==> config.mk <==
export PLATFORM = sky130hd
export DESIGN_NAME = clk_port
export DESIGN_NICKNAME = d
export VERILOG_FILES = /design/src/rtl/clk_port_pkg.sv /design/src/rtl/clk_port.sv
export VERILOG_INCLUDE_DIRS = /design/src /design/src/rtl
export SDC_FILE = /design/constraint.sdc
export NUM_CORES = 1
export LEC_CHECK = 0
export ABC_AREA = 1
export BUFFER_PORTS_ARGS = -buffer_cell sky130_fd_sc_hd__buf_4
export CORE_MARGIN = 3
export CORE_UTILIZATION = 60
export CTS_CLUSTER_DIAMETER = 200
export DETAILED_ROUTE_END_ITERATION = 12
export PLACE_DENSITY = 0.88
export SLEW_MARGIN = 30
export SYNTH_ARGS = -nofsm -noshare
export SYNTH_HDL_FRONTEND = slang
export SYNTH_SLANG_ARGS = --single-unit
==> constraint.sdc <==
create_clock -name clk_in -period 4.2 [get_ports clk_in]
set_input_delay 0.84 -clock clk_in [delete_from_list [all_inputs] [get_ports clk_in]]
set_output_delay 0.84 -clock clk_in [all_outputs]
set_load 0.01 [all_outputs]
==> src/rtl/clk_port_cfg.svh <==
// Constants for the clock synthesizer control port and output routing
`ifndef CLK_PORT_CFG_SVH
`define CLK_PORT_CFG_SVH
// Register pointer values
`define REG_ID        7'h01
`define REG_CTRL      7'h02
`define REG_CFG1      7'h03
`define REG_GLOB      7'h05
`define REG_RATIO_B3  7'h06
`define REG_RATIO_B2  7'h07
`define REG_RATIO_B1  7'h08
`define REG_RATIO_B0  7'h09
`define REG_FUNC1     7'h16
`define REG_FUNC2     7'h17
// Field positions
`define CTRL_UNLOCK   7
`define CTRL_AUX_DIS  1
`define CTRL_CLK_DIS  0
`define CFG1_RMOD_HI  7
`define CFG1_RMOD_LO  5
`define CFG1_AUX_HI   2
`define CFG1_AUX_LO   1
`define CFG1_EN1      0
`define GLOB_EN2      0
`define FUNC1_LOCKCFG 6
`define FUNC1_DIV_HI  4
`define FUNC1_DIV_LO  3
`define FUNC2_UNL     4
`define PTR_INC       7
// Reset value of every writable register
`define REG_RST       8'h00
// Chip addresses
`define SPI_CHIP_ADDR 8'h9e
`define I2C_ADDR_HI   6'h27
// Auxiliary source codes
`define AUX_REF       2'h0
`define AUX_PLL       2'h2
`define AUX_LOCK      2'h3
// Reference divider code that means no division
`define DIV_NONE      2'h3
// Synchroniser lane positions
`define P_SCL  0
`define P_SDA  1
`define P_SEL  2
`define P_REF  3
`define P_PLL  4
`define P_LOCK 5
// Reference gap that counts as a discontinuity
`define CLK_PERIOD_NS 20
`define REF_GAP_NS    1000
`define REF_GAP_CYC   (`REF_GAP_NS / `CLK_PERIOD_NS)
`endif

==> src/rtl/clk_port_pkg.sv <==
// Types for the clock synthesizer control port
`default_nettype none
package clk_port_pkg;
    typedef enum logic [2:0] {ST_IDLE, ST_ADDR, ST_PTR, ST_DATA, ST_ACK, ST_READ, ST_IGNORE} port_state_t;
    typedef struct packed {
        logic pin;  // Pin level
        logic oe;   // Driver enabled
    } pin_drive_t;
    typedef struct packed {
        logic [7:0]  ctrl;
        logic [7:0]  cfg1;
        logic [7:0]  glob;
        logic [31:0] user_ratio;
        logic [7:0]  func1;
        logic [7:0]  func2;
    } regs_t;
    typedef struct packed {
        logic [5:0]  sync1;
        logic [5:0]  sync2;
        logic [5:0]  prev;
        logic        spi_mode;
        port_state_t state;
        port_state_t after_ack;
        logic        ack_driven;
        logic [3:0]  cnt;
        logic [7:0]  shift;
        logic [6:0]  ptr;
        logic        autoinc;
        logic        sda_oe;
        regs_t       regs;
        logic        unlocked;
        logic [7:0]  ref_gap;
        logic        restart;
        logic        clk_gate;
        logic        clk_en;
        logic [1:0]  aux_src;
        logic        aux_en;
        pin_drive_t  clk_pin;
        pin_drive_t  aux_pin;
        logic [31:0] eff_ratio;
    } port_st_t;
endpackage
`default_nettype wire

==> src/rtl/clk_port.sv <==
// Control port, register file and glitch-free output routing of a clock synthesizer
`include "clk_port_cfg.svh"
`default_nettype none
// Behaviour
// - Unlocked PLL forces clock output low unless pll_out_on_unlock is set.
// - pll_out_disable puts the clock output driver in high impedance.
// - aux_source_select 00 reference, 10 PLL clock, 11 lock; 01 reserved.
// - lock_output_config picks driver type and polarity of the lock indicator.
// - aux_out_disable puts the auxiliary driver in high impedance.
// - Enables, 00/10 switches and unlock gating never cut a clock period short.
// - Lock-source switches may glitch; pll_out_on_unlock changes apply only while the PLL clock is low.
// - Fractional-N register changes or reference gaps force the PLL unlocked.
// - Effective ratio is user ratio shifted by modifier, corrected for divider.
// - A falling edge on the select pin enters SPI mode; otherwise I2C.
// - SPI data sampled on rising bit clock; writes only.
// - SPI write: address 10011110, pointer byte, then data bytes, MSB first.
// - With auto-increment the pointer advances after every data byte.
// - Pointer byte MSB is auto-increment; lower bits select the register.
// - SDA fall with SCL high is Start, rise is Stop.
// - I2C address 100111 plus address pin level, then direction bit.
// - I2C write loads pointer first, then stores following data bytes.
// - Device acknowledges received bytes; host acknowledges sent bytes.
// - Port logic needs no timing relation to the reference or PLL clocks.
module clk_port #(
    parameter logic [7:0] ID_CODE = 8'h5a  // Identification byte, value arbitrary
) (
    input  wire logic                       clk_in,            // System clock, 50 MHz
    input  wire logic                       rst_in,            // Synchronous reset, active high
    input  wire logic                       ser_clk_in,        // SCL or SPI bit clock
    input  wire logic                       ser_data_in,       // SDA level or serial_data_in
    output var  logic                       ser_data_out,      // SDA output level, always low
    output var  logic                       ser_data_oe_out,   // SDA pulled low when high
    input  wire logic                       address_or_select_pin_in, // Address bit or chip select
    input  wire logic                       timing_reference_in,      // Reference clock
    input  wire logic                       pll_clk_in,        // Synthesizer output clock
    input  wire logic                       pll_lock_in,       // Analog lock detect
    output var  clk_port_pkg::pin_drive_t   clk_pin_out,       // PLL clock pin and driver enable
    output var  clk_port_pkg::pin_drive_t   aux_pin_out,       // Auxiliary pin and driver enable
    output var  logic [31:0]                effective_ratio_out, // Ratio for the synthesizer
    output var  logic                       pll_restart_out    // One-cycle unlock request
);
    import clk_port_pkg::*;

    // ----------------------------------------
    // Register access helpers
    // ----------------------------------------
    function automatic regs_t reg_write(input regs_t r, input logic [6:0] p, input logic [7:0] d);
        regs_t w;
        w = r;
        case (p)
            `REG_CTRL:     w.ctrl = {1'b0, 5'h00, d[`CTRL_AUX_DIS:`CTRL_CLK_DIS]};
            `REG_CFG1:     w.cfg1 = d;
            `REG_GLOB:     w.glob = d;
            `REG_RATIO_B3: w.user_ratio[31:24] = d;
            `REG_RATIO_B2: w.user_ratio[23:16] = d;
            `REG_RATIO_B1: w.user_ratio[15:8] = d;
            `REG_RATIO_B0: w.user_ratio[7:0] = d;
            `REG_FUNC1:    w.func1 = d;
            `REG_FUNC2:    w.func2 = d;
            default:       w = r;
        endcase
        return w;
    endfunction

    function automatic logic [7:0] reg_read(input regs_t r, input logic [6:0] p, input logic unl);
        logic [7:0] v;
        v = 8'h00;
        case (p)
            `REG_ID:       v = ID_CODE;
            `REG_CTRL:     v = {unl, r.ctrl[6:0]};
            `REG_CFG1:     v = r.cfg1;
            `REG_GLOB:     v = r.glob;
            `REG_RATIO_B3: v = r.user_ratio[31:24];
            `REG_RATIO_B2: v = r.user_ratio[23:16];
            `REG_RATIO_B1: v = r.user_ratio[15:8];
            `REG_RATIO_B0: v = r.user_ratio[7:0];
            `REG_FUNC1:    v = r.func1;
            `REG_FUNC2:    v = r.func2;
            default:       v = 8'h00;
        endcase
        return v;
    endfunction

    port_st_t   st_reg;
    port_st_t   st_next;

    // ----------------------------------------
    // Synchronised pin levels and edges
    // ----------------------------------------
    logic        scl;
    logic        sda;
    logic        sel;
    logic        scl_rise;
    logic        scl_fall;
    logic        sda_rise;
    logic        sda_fall;
    logic        sel_fall;
    logic        ref_s;
    logic        pll_s;
    logic        lock_s;
    logic [7:0]  in_byte;
    logic        i2c_start;
    logic        i2c_stop;
    logic [2:0]  rmod;
    logic [1:0]  rdiv;
    logic [1:0]  aux_want;
    logic        clk_want;
    logic        aux_val;
    logic [31:0] ratio_mod;

    // async pins cross two flops; only stage two feeds logic
    assign scl       = st_reg.sync2[`P_SCL];
    assign sda       = st_reg.sync2[`P_SDA];
    assign sel       = st_reg.sync2[`P_SEL];
    assign ref_s     = st_reg.sync2[`P_REF];
    assign pll_s     = st_reg.sync2[`P_PLL];
    assign lock_s    = st_reg.sync2[`P_LOCK];
    assign scl_rise  = scl & ~st_reg.prev[`P_SCL];
    assign scl_fall  = ~scl & st_reg.prev[`P_SCL];
    assign sda_rise  = sda & ~st_reg.prev[`P_SDA];
    assign sda_fall  = ~sda & st_reg.prev[`P_SDA];
    assign sel_fall  = ~sel & st_reg.prev[`P_SEL];
    assign in_byte   = {st_reg.shift[6:0], sda};
    assign i2c_start = ~st_reg.spi_mode & scl & st_reg.prev[`P_SCL] & sda_fall;
    assign i2c_stop  = ~st_reg.spi_mode & scl & st_reg.prev[`P_SCL] & sda_rise;

    // ----------------------------------------
    // Next-state logic
    // ----------------------------------------
    always_comb
    begin
        st_next         = st_reg;
        st_next.sync1   = {pll_lock_in, pll_clk_in, timing_reference_in,
                           address_or_select_pin_in, ser_data_in, ser_clk_in};
        st_next.sync2   = st_reg.sync1;
        st_next.prev    = st_reg.sync2;
        st_next.restart = 1'b0;

        // select pin falling edge latches SPI mode
        if (sel_fall)
        begin
            st_next.spi_mode = 1'b1;
        end

        // Serial protocol; frame boundaries win over bit activity
        if (st_reg.spi_mode && sel)
        begin
            st_next.state = ST_IDLE;
        end
        else if (sel_fall || i2c_start)
        begin
            st_next.state  = ST_ADDR;
            st_next.cnt    = 4'h0;
            st_next.sda_oe = 1'b0;
        end
        else if (i2c_stop)
        begin
            st_next.state  = ST_IDLE;
            st_next.sda_oe = 1'b0;
        end
        else
        begin
            case (st_reg.state)
                ST_ADDR, ST_PTR, ST_DATA:
                begin
                    // bits taken on the rising bit clock, MSB first
                    if (scl_rise)
                    begin
                        st_next.shift = in_byte;
                        st_next.cnt   = st_reg.cnt + 4'h1;
                        if (st_reg.cnt == 4'h7)
                        begin
                            st_next.cnt       = 4'h0;
                            st_next.after_ack = ST_DATA;
                            st_next.state     = st_reg.spi_mode ? ST_DATA : ST_ACK;
                            if (st_reg.state == ST_ADDR)
                            begin
                                // mismatch ignores the rest of the frame
                                if (st_reg.spi_mode)
                                begin
                                    st_next.state = (in_byte == `SPI_CHIP_ADDR) ? ST_PTR : ST_IGNORE;
                                end
                                // I2C address with pin level as LSB
                                else if (in_byte[7:1] == {`I2C_ADDR_HI, sel})
                                begin
                                    st_next.after_ack = in_byte[0] ? ST_READ : ST_PTR;
                                end
                                else
                                begin
                                    st_next.state = ST_IDLE;
                                end
                            end
                            else if (st_reg.state == ST_PTR)
                            begin
                                st_next.ptr     = in_byte[6:0];
                                st_next.autoinc = in_byte[`PTR_INC];
                            end
                            else
                            begin
                                // store data byte at the pointer
                                st_next.regs = reg_write(st_reg.regs, st_reg.ptr, in_byte);
                                if (st_reg.autoinc)
                                begin
                                    st_next.ptr = st_reg.ptr + 7'h01;
                                end
                            end
                        end
                    end
                end
                ST_ACK:
                begin
                    // drive acknowledge for one SCL low-high-low period
                    if (scl_fall)
                    begin
                        st_next.ack_driven = ~st_reg.ack_driven;
                        st_next.sda_oe     = ~st_reg.ack_driven;
                        if (st_reg.ack_driven)
                        begin
                            st_next.state = st_reg.after_ack;
                            if (st_reg.after_ack == ST_READ)
                            begin
                                st_next.shift  = reg_read(st_reg.regs, st_reg.ptr, st_reg.unlocked);
                                st_next.sda_oe = ~st_next.shift[7];
                            end
                        end
                    end
                end
                ST_READ:
                begin
                    // Drive read data on falling SCL, release for host acknowledge
                    if (scl_fall)
                    begin
                        st_next.sda_oe = (st_reg.cnt < 4'h8) ? ~st_reg.shift[3'h7 - st_reg.cnt[2:0]] : 1'b0;
                    end
                    if (scl_rise)
                    begin
                        if (st_reg.cnt < 4'h8)
                        begin
                            st_next.cnt = st_reg.cnt + 4'h1;
                            if (st_reg.cnt == 4'h7 && st_reg.autoinc)
                            begin
                                st_next.ptr = st_reg.ptr + 7'h01;
                            end
                        end
                        // host acknowledge continues, no acknowledge ends the read
                        else if (!sda)
                        begin
                            st_next.cnt   = 4'h0;
                            st_next.shift = reg_read(st_reg.regs, st_reg.ptr, st_reg.unlocked);
                        end
                        else
                        begin
                            st_next.state = ST_IDLE;
                        end
                    end
                end
                default:
                begin
                    st_next.state = st_reg.state;
                end
            endcase
        end

        // fractional-N settings changed by a write
        if ((st_next.regs.user_ratio != st_reg.regs.user_ratio)
            || (st_next.regs.cfg1[`CFG1_RMOD_HI:`CFG1_RMOD_LO] != st_reg.regs.cfg1[`CFG1_RMOD_HI:`CFG1_RMOD_LO])
            || (st_next.regs.func1[`FUNC1_DIV_HI:`FUNC1_DIV_LO] != st_reg.regs.func1[`FUNC1_DIV_HI:`FUNC1_DIV_LO]))
        begin
            st_next.restart = 1'b1;
        end
        st_next.ref_gap = (ref_s != st_reg.prev[`P_REF]) ? 8'h00 : st_reg.ref_gap + 8'h01;
        if (st_reg.ref_gap == 8'(`REF_GAP_CYC))
        begin
            st_next.restart = 1'b1;
            st_next.ref_gap = 8'h00;
        end
        // Unlocked until the lock detect rises after a restart; the set wins
        if (st_next.restart || !lock_s)
        begin
            st_next.unlocked = 1'b1;
        end
        else if (!st_reg.prev[`P_LOCK])
        begin
            st_next.unlocked = 1'b0;
        end

        rmod      = st_reg.regs.cfg1[`CFG1_RMOD_HI:`CFG1_RMOD_LO];
        rdiv      = st_reg.regs.func1[`FUNC1_DIV_HI:`FUNC1_DIV_LO];
        ratio_mod = rmod[2] ? (st_reg.regs.user_ratio >> ({1'b0, rmod[1:0]} + 3'h1))
                            : (st_reg.regs.user_ratio << rmod[1:0]);
        st_next.eff_ratio = (rdiv == `DIV_NONE) ? ratio_mod : (ratio_mod << rdiv);

        // gate the PLL clock while unlocked unless told otherwise
        clk_want = st_reg.regs.cfg1[`CFG1_EN1] & st_reg.regs.glob[`GLOB_EN2]
                   & (~st_reg.unlocked | st_reg.regs.func2[`FUNC2_UNL]);
        // gate and driver enable change only while the PLL clock is low
        if (!pll_s)
        begin
            st_next.clk_gate = clk_want;
            // driver off when pll_out_disable is set
            st_next.clk_en   = ~st_reg.regs.ctrl[`CTRL_CLK_DIS];
        end
        st_next.clk_pin.pin = pll_s & st_reg.clk_gate;
        st_next.clk_pin.oe  = st_reg.clk_en;

        // auxiliary source select, reserved code keeps the current source
        aux_want = st_reg.regs.cfg1[`CFG1_AUX_HI:`CFG1_AUX_LO];
        if (aux_want == `AUX_REF || aux_want == `AUX_PLL || aux_want == `AUX_LOCK)
        begin
            // clock-to-clock switch waits for both clocks low
            // switches to or from the lock source take effect at once
            if ((aux_want == `AUX_LOCK) || (st_reg.aux_src == `AUX_LOCK) || (!ref_s && !st_next.clk_pin.pin))
            begin
                st_next.aux_src = aux_want;
            end
        end
        case (st_reg.aux_src)
            `AUX_REF: aux_val = ref_s;
            `AUX_PLL: aux_val = st_reg.clk_pin.pin;
            default:  aux_val = st_reg.regs.func1[`FUNC1_LOCKCFG] ? st_reg.unlocked : ~st_reg.unlocked;
        endcase
        // aux driver enable, changed only while the output is low or the lock source is selected
        if (!aux_val || st_reg.aux_src == `AUX_LOCK)
        begin
            st_next.aux_en = ~st_reg.regs.ctrl[`CTRL_AUX_DIS];
        end
        st_next.aux_pin.pin = aux_val;
        // lock config 1 gives an open-drain, active-low lock flag
        if (st_reg.aux_src == `AUX_LOCK && st_reg.regs.func1[`FUNC1_LOCKCFG])
        begin
            st_next.aux_pin.pin = 1'b0;
            st_next.aux_pin.oe  = st_reg.aux_en & ~st_reg.unlocked;
        end
        else
        begin
            st_next.aux_pin.oe = st_reg.aux_en;
        end
    end

    // ----------------------------------------
    // State register
    // ----------------------------------------
    always_ff @(posedge clk_in)
    begin
        if (rst_in)
        begin
            st_reg            <= '0;
            st_reg.state      <= ST_IDLE;
            st_reg.after_ack  <= ST_IDLE;
            st_reg.regs.ctrl  <= `REG_RST;
            st_reg.regs.cfg1  <= `REG_RST;
            st_reg.regs.glob  <= `REG_RST;
            st_reg.regs.func1 <= `REG_RST;
            st_reg.regs.func2 <= `REG_RST;
            st_reg.unlocked   <= 1'b1;
            ser_data_out      <= 1'b0;
        end
        else
        begin
            st_reg       <= st_next;
            ser_data_out <= 1'b0;
        end
    end

    // Outputs straight from the state register
    assign ser_data_oe_out     = st_reg.sda_oe;
    assign clk_pin_out         = st_reg.clk_pin;
    assign aux_pin_out         = st_reg.aux_pin;
    assign effective_ratio_out = st_reg.eff_ratio;
    assign pll_restart_out     = st_reg.restart;
endmodule // clk_port
`default_nettype wire

==> impl_metrics.prom <==
# TYPE chip_impl_metric gauge
chip_impl_info{name="run_status",value="completed"} 1
chip_impl_metric{name="avgRoutedWirePerCell",unit="um"} 18.15
chip_impl_metric{name="drc_errors",unit=""} 0
chip_impl_metric{name="area_delta_synth_final",unit="%"} 7.353
chip_impl_metric{name="largest_register_ff_count",unit=""} 98
chip_impl_info{name="netlist_top_cells_area",value="dfxtp_1 33%, nand2_1 14%, o21ai_0 8.2%"} 1
chip_impl_metric{name="ioPinCount",unit=""} 47
chip_impl_info{name="cts_root_buf",value="clkbuf_16"} 1
chip_impl_metric{name="cts_setup_buffers",unit=""} 0
chip_impl_metric{name="final_layout_size_suffix_gt1_share",unit="%"} 8.317
chip_impl_metric{name="postCtsResizedCells",unit=""} 0
chip_impl_metric{name="postSynth.asyncResetShare",unit="%"} 0
chip_impl_metric{name="cts.reportedPaths.clkPinSlew",unit="ns"} 0.08
chip_impl_metric{name="drtAntennaViolNets",unit=""} 0
chip_impl_info{name="timing.critical_path.cells",value="ha_1 > nand2_1 > nor2_2 > nand2_2 > nor2_2 > nand2_1 > nor2_4 > buf_4 > buf_4 > nand4_1 > nand2_1 > nor2_1 > nand2_1 > nor2_1 > nand2_1 > nor2_1 > nor2_2"} 1
chip_impl_info{name="postSynth.topFlopCell",value="dfxtp_1"} 1
chip_impl_metric{name="timing.critical_path.fanout_max",unit=""} 33
chip_impl_metric{name="layout.core_utilization",unit="%"} 66.00
chip_impl_metric{name="clock_sink_count",unit=""} 163
chip_impl_metric{name="cellPowerDensity",unit="nW/um2"} 355.2
chip_impl_metric{name="placement_rows",unit=""} 46
chip_impl_metric{name="overflow",unit=""} 0
chip_impl_metric{name="max_slew_margin",unit="%"} 33.73
chip_impl_info{name="setup_repair_after_global_routing_missed_its_margin",value="no"} 1
chip_impl_info{name="cpMostUsedCell",value="nand2_1"} 1
chip_impl_metric{name="finalWeightedCongestion",unit=""} 1.065
chip_impl_metric{name="initial_util",unit="%"} 61.48
chip_impl_metric{name="diodes",unit=""} 0
chip_impl_metric{name="die-height",unit="um"} 133.8
chip_impl_metric{name="final_period_utilization",unit="%"} 74.27
chip_impl_metric{name="yosysTopAreaCellShare",unit="%"} 33.29
chip_impl_info{name="critPathKind",value="reg2reg"} 1
chip_impl_metric{name="routed_via_density",unit=""} 6.152
chip_impl_metric{name="grt_pass1_vias",unit=""} 9489
chip_impl_metric{name="ys_ff_latch",unit=""} 163
chip_impl_metric{name="nFillCells",unit=""} 1485
chip_impl_metric{name="setup-violations-final",unit=""} 0
chip_impl_metric{name="area_of_the_placeable_core",unit="um2"} 15940
chip_impl_metric{name="slew_viol_final",unit=""} 0
chip_impl_metric{name="syn-instance-count",unit=""} 1518
chip_impl_metric{name="max-cap-violations",unit=""} 0
chip_impl_metric{name="first_pass_grt_wire_length",unit="mm"} 49.34
chip_impl_metric{name="worst_setup_skew_after_layout",unit="ns"} 0.008676
chip_impl_metric{name="area.sequential",unit="um2"} 3264
chip_impl_metric{name="met2WireLength",unit="mm"} 13.72
chip_impl_info{name="critical_path_capture_point_type",value="flip-flop"} 1
chip_impl_metric{name="crit_path_max_incr_delay",unit="ns"} 0.47
chip_impl_info{name="top_count_cell_post_synth",value="nand2_1"} 1
chip_impl_metric{name="grt_util_all_layers",unit="%"} 34.18
chip_impl_metric{name="cts-buffers-inserted",unit=""} 17
chip_impl_metric{name="netlist_area",unit="um2"} 9802
chip_impl_metric{name="post_synth_num_cell_types",unit=""} 52
chip_impl_metric{name="route.layer.met1.wl",unit="mm"} 12.62
chip_impl_metric{name="finish.net_count",unit=""} 1494
chip_impl_info{name="top_layer_used",value="met4"} 1
chip_impl_metric{name="min_period",unit="ns"} 3.119
chip_impl_metric{name="timing.critical_path.arrival",unit="ns"} 3.50
chip_impl_info{name="hp-class",value="reg2reg"} 1
chip_impl_metric{name="finalWirelength",unit="mm"} 30.98
chip_impl_metric{name="max_freq",unit="MHz"} 320.6
chip_impl_metric{name="p_total",unit="W"} 0.003738
chip_impl_metric{name="place_area",unit="um2"} 9889
chip_impl_metric{name="floorplan.die_area",unit="um2"} 17910
chip_impl_info{name="yosysTopAreaCell",value="dfxtp_1"} 1
chip_impl_metric{name="clock_path_buffers",unit=""} 2
chip_impl_info{name="crit_path_top_delay_cell",value="dfxtp_1"} 1
chip_impl_metric{name="cp_data_required_time",unit="ns"} 4.58
chip_impl_metric{name="place.detailed.hpwl",unit="mm"} 21.68
chip_impl_metric{name="grt_antenna_before_repair",unit=""} 0
chip_impl_info{name="synth_cell_count_leaders",value="365 x nand2_1, 165 x inv_1, 163 x dfxtp_1"} 1
chip_impl_metric{name="insertion_delay",unit="ns"} 0.44
chip_impl_metric{name="tns",unit="ns"} 0
chip_impl_metric{name="fin_area",unit="um2"} 10520
chip_impl_metric{name="first_pass_drt_iterations",unit=""} 6
chip_impl_metric{name="combined_area_of_the_multi_input_logic_cells",unit="um2"} 5205
chip_impl_metric{name="largest_net_degree_at_the_start_of_global_routing",unit=""} 101
chip_impl_metric{name="final.hold.worst_slack",unit="ns"} 0.4102
chip_impl_metric{name="floorplan.die.width",unit="um"} 133.8
chip_impl_metric{name="syn_nets",unit=""} 1534
chip_impl_metric{name="detailroute.wirelength.met3",unit="mm"} 3.285
chip_impl_metric{name="synthesis.yosys.warnings",unit=""} 0
chip_impl_metric{name="timing.final.hold_violations",unit=""} 0
chip_impl_metric{name="tightest_slew",unit="ns"} 0.9904
chip_impl_metric{name="cts_max_level",unit=""} 4
chip_impl_info{name="setup.worst_path.start_class",value="flip-flop"} 1
chip_impl_metric{name="buffer_ports.inserted",unit=""} 45
chip_impl_info{name="cts_tree",value="built"} 1
chip_impl_metric{name="synth-edff-count",unit=""} 0
chip_impl_metric{name="seq_area_frac_synth",unit="%"} 33.29
chip_impl_metric{name="detailroute.via_count",unit=""} 10502
chip_impl_metric{name="syn-mean-instance-area",unit="um2"} 6.457
chip_impl_metric{name="worst_ir_drop_vdd",unit="mV"} 0.5005
chip_impl_metric{name="holdBufCountCts",unit=""} 0
chip_impl_metric{name="first_iter_violations",unit=""} 1334
chip_impl_metric{name="leakagePower",unit="nW"} 4.140
## routing by layer
metal | up-vias | global-route usage [%]
met4 | 0 | 14.40
met5 | - | 0
met1 | 4789 | 44.32
met3 | 114 | 9.527
li1 | 5005 | -
met2 | 594 | 53.79
## cell usage in the layout, fill, tap and decap left out, types with 3 or more instances in the layout
master / Yosys / layout
a211oi_1: 25 / 25
a21oi_1: 72 / 72
a221oi_1: 10 / 10
a22oi_1: 5 / 5
a31oi_1: 27 / 27
buf_4: 38 / 61
clkbuf_16: 0 / 17
clkinv_1: 8 / 8
clkinv_8: 0 / 4
dfxtp_1: 163 / 162
ha_1: 8 / 8
inv_1: 165 / 165
inv_2: 6 / 6
inv_6: 0 / 5
nand2_1: 365 / 365
nand2_2: 3 / 3
nand3_1: 42 / 42
nand4_1: 94 / 94
nor2_1: 140 / 140
nor2_2: 8 / 8
nor2_4: 3 / 3
nor3_1: 9 / 9
nor4_1: 4 / 4
o2111ai_1: 6 / 6
o211ai_1: 7 / 7
o21ai_0: 161 / 161
o21ai_1: 7 / 7
o221ai_1: 7 / 7
o22ai_1: 20 / 20
o41ai_1: 5 / 5
xor2_1: 3 / 3
## cell type report
| cell class | count | area share, % |
|---|---|---|
| clock buffer | 17 | 4.043 |
| clock inverter | 15 | 1.974 |
| inverter | 180 | 6.468 |
| multi-input combinational | 1054 | 49.46 |
| sequential | 163 | 31.02 |
| tap | 216 | 2.568 |
| timing repair buffer | 62 | 4.459 |
## kinds of logic (layout without fill, tap and decap cells)
family | after synthesis | count (layout) | share of synthesized area (%)
buffers and inverters | 301 | 274 | 13.61
XOR/XNOR | 3 | 3 | 0.2681
AO/OA/AOI/OAI | 363 | 363 | 21.53
adder cells (fa/ha/maj) | 8 | 8 | 1.021
AND/OR/NAND/NOR | 679 | 679 | 30.24
flip-flops | 163 | 163 | 33.29
other | 1 | 1 | 0.03826
## per-stage QoR
step	setup slack, ns	std cells
final	1.081	1707
after global routing	0.8834	1707
after CTS	1.174	1707
after detailed placement	1.202	1675
after global placement	1.336	1675
after floorplan	2.165	1518
## power by group
part / total [W] / internal [W] / switching, W
sequential: 0.00167 / 0.00159 / 0.0000856
clock: 0.00166 / 0.000914 / 0.000749
combinational: 0.000400 / 0.000110 / 0.000290
## worst paths after layout
kind / from / to / slack [ns] / cells after the start
worst min-delay path: st_next[162]$_SDFF_PP0_ / pll_s$_SDFF_PP0_ / 0.41 / 2
worst max register to register: st_reg[140]$_SDFFE_PP0P_ / pll_restart_out$_SDFF_PP0_ / 1.08 / 17
worst min register to register: st_next[162]$_SDFF_PP0_ / pll_s$_SDFF_PP0_ / 0.41 / 2
worst max-delay path: st_reg[140]$_SDFFE_PP0P_ / pll_restart_out$_SDFF_PP0_ / 1.08 / 17
## worst max-delay path: cells and delay by family (launching register included)
family / cells / cell delay (ns)
and+or+nand+nor: 14 / 1.56
DFF: 1 / 0.47
adders and majority gates: 1 / 0.26
buffers and inverters: 2 / 0.76
No activity file was read; power rests on OpenSTA's default activity.
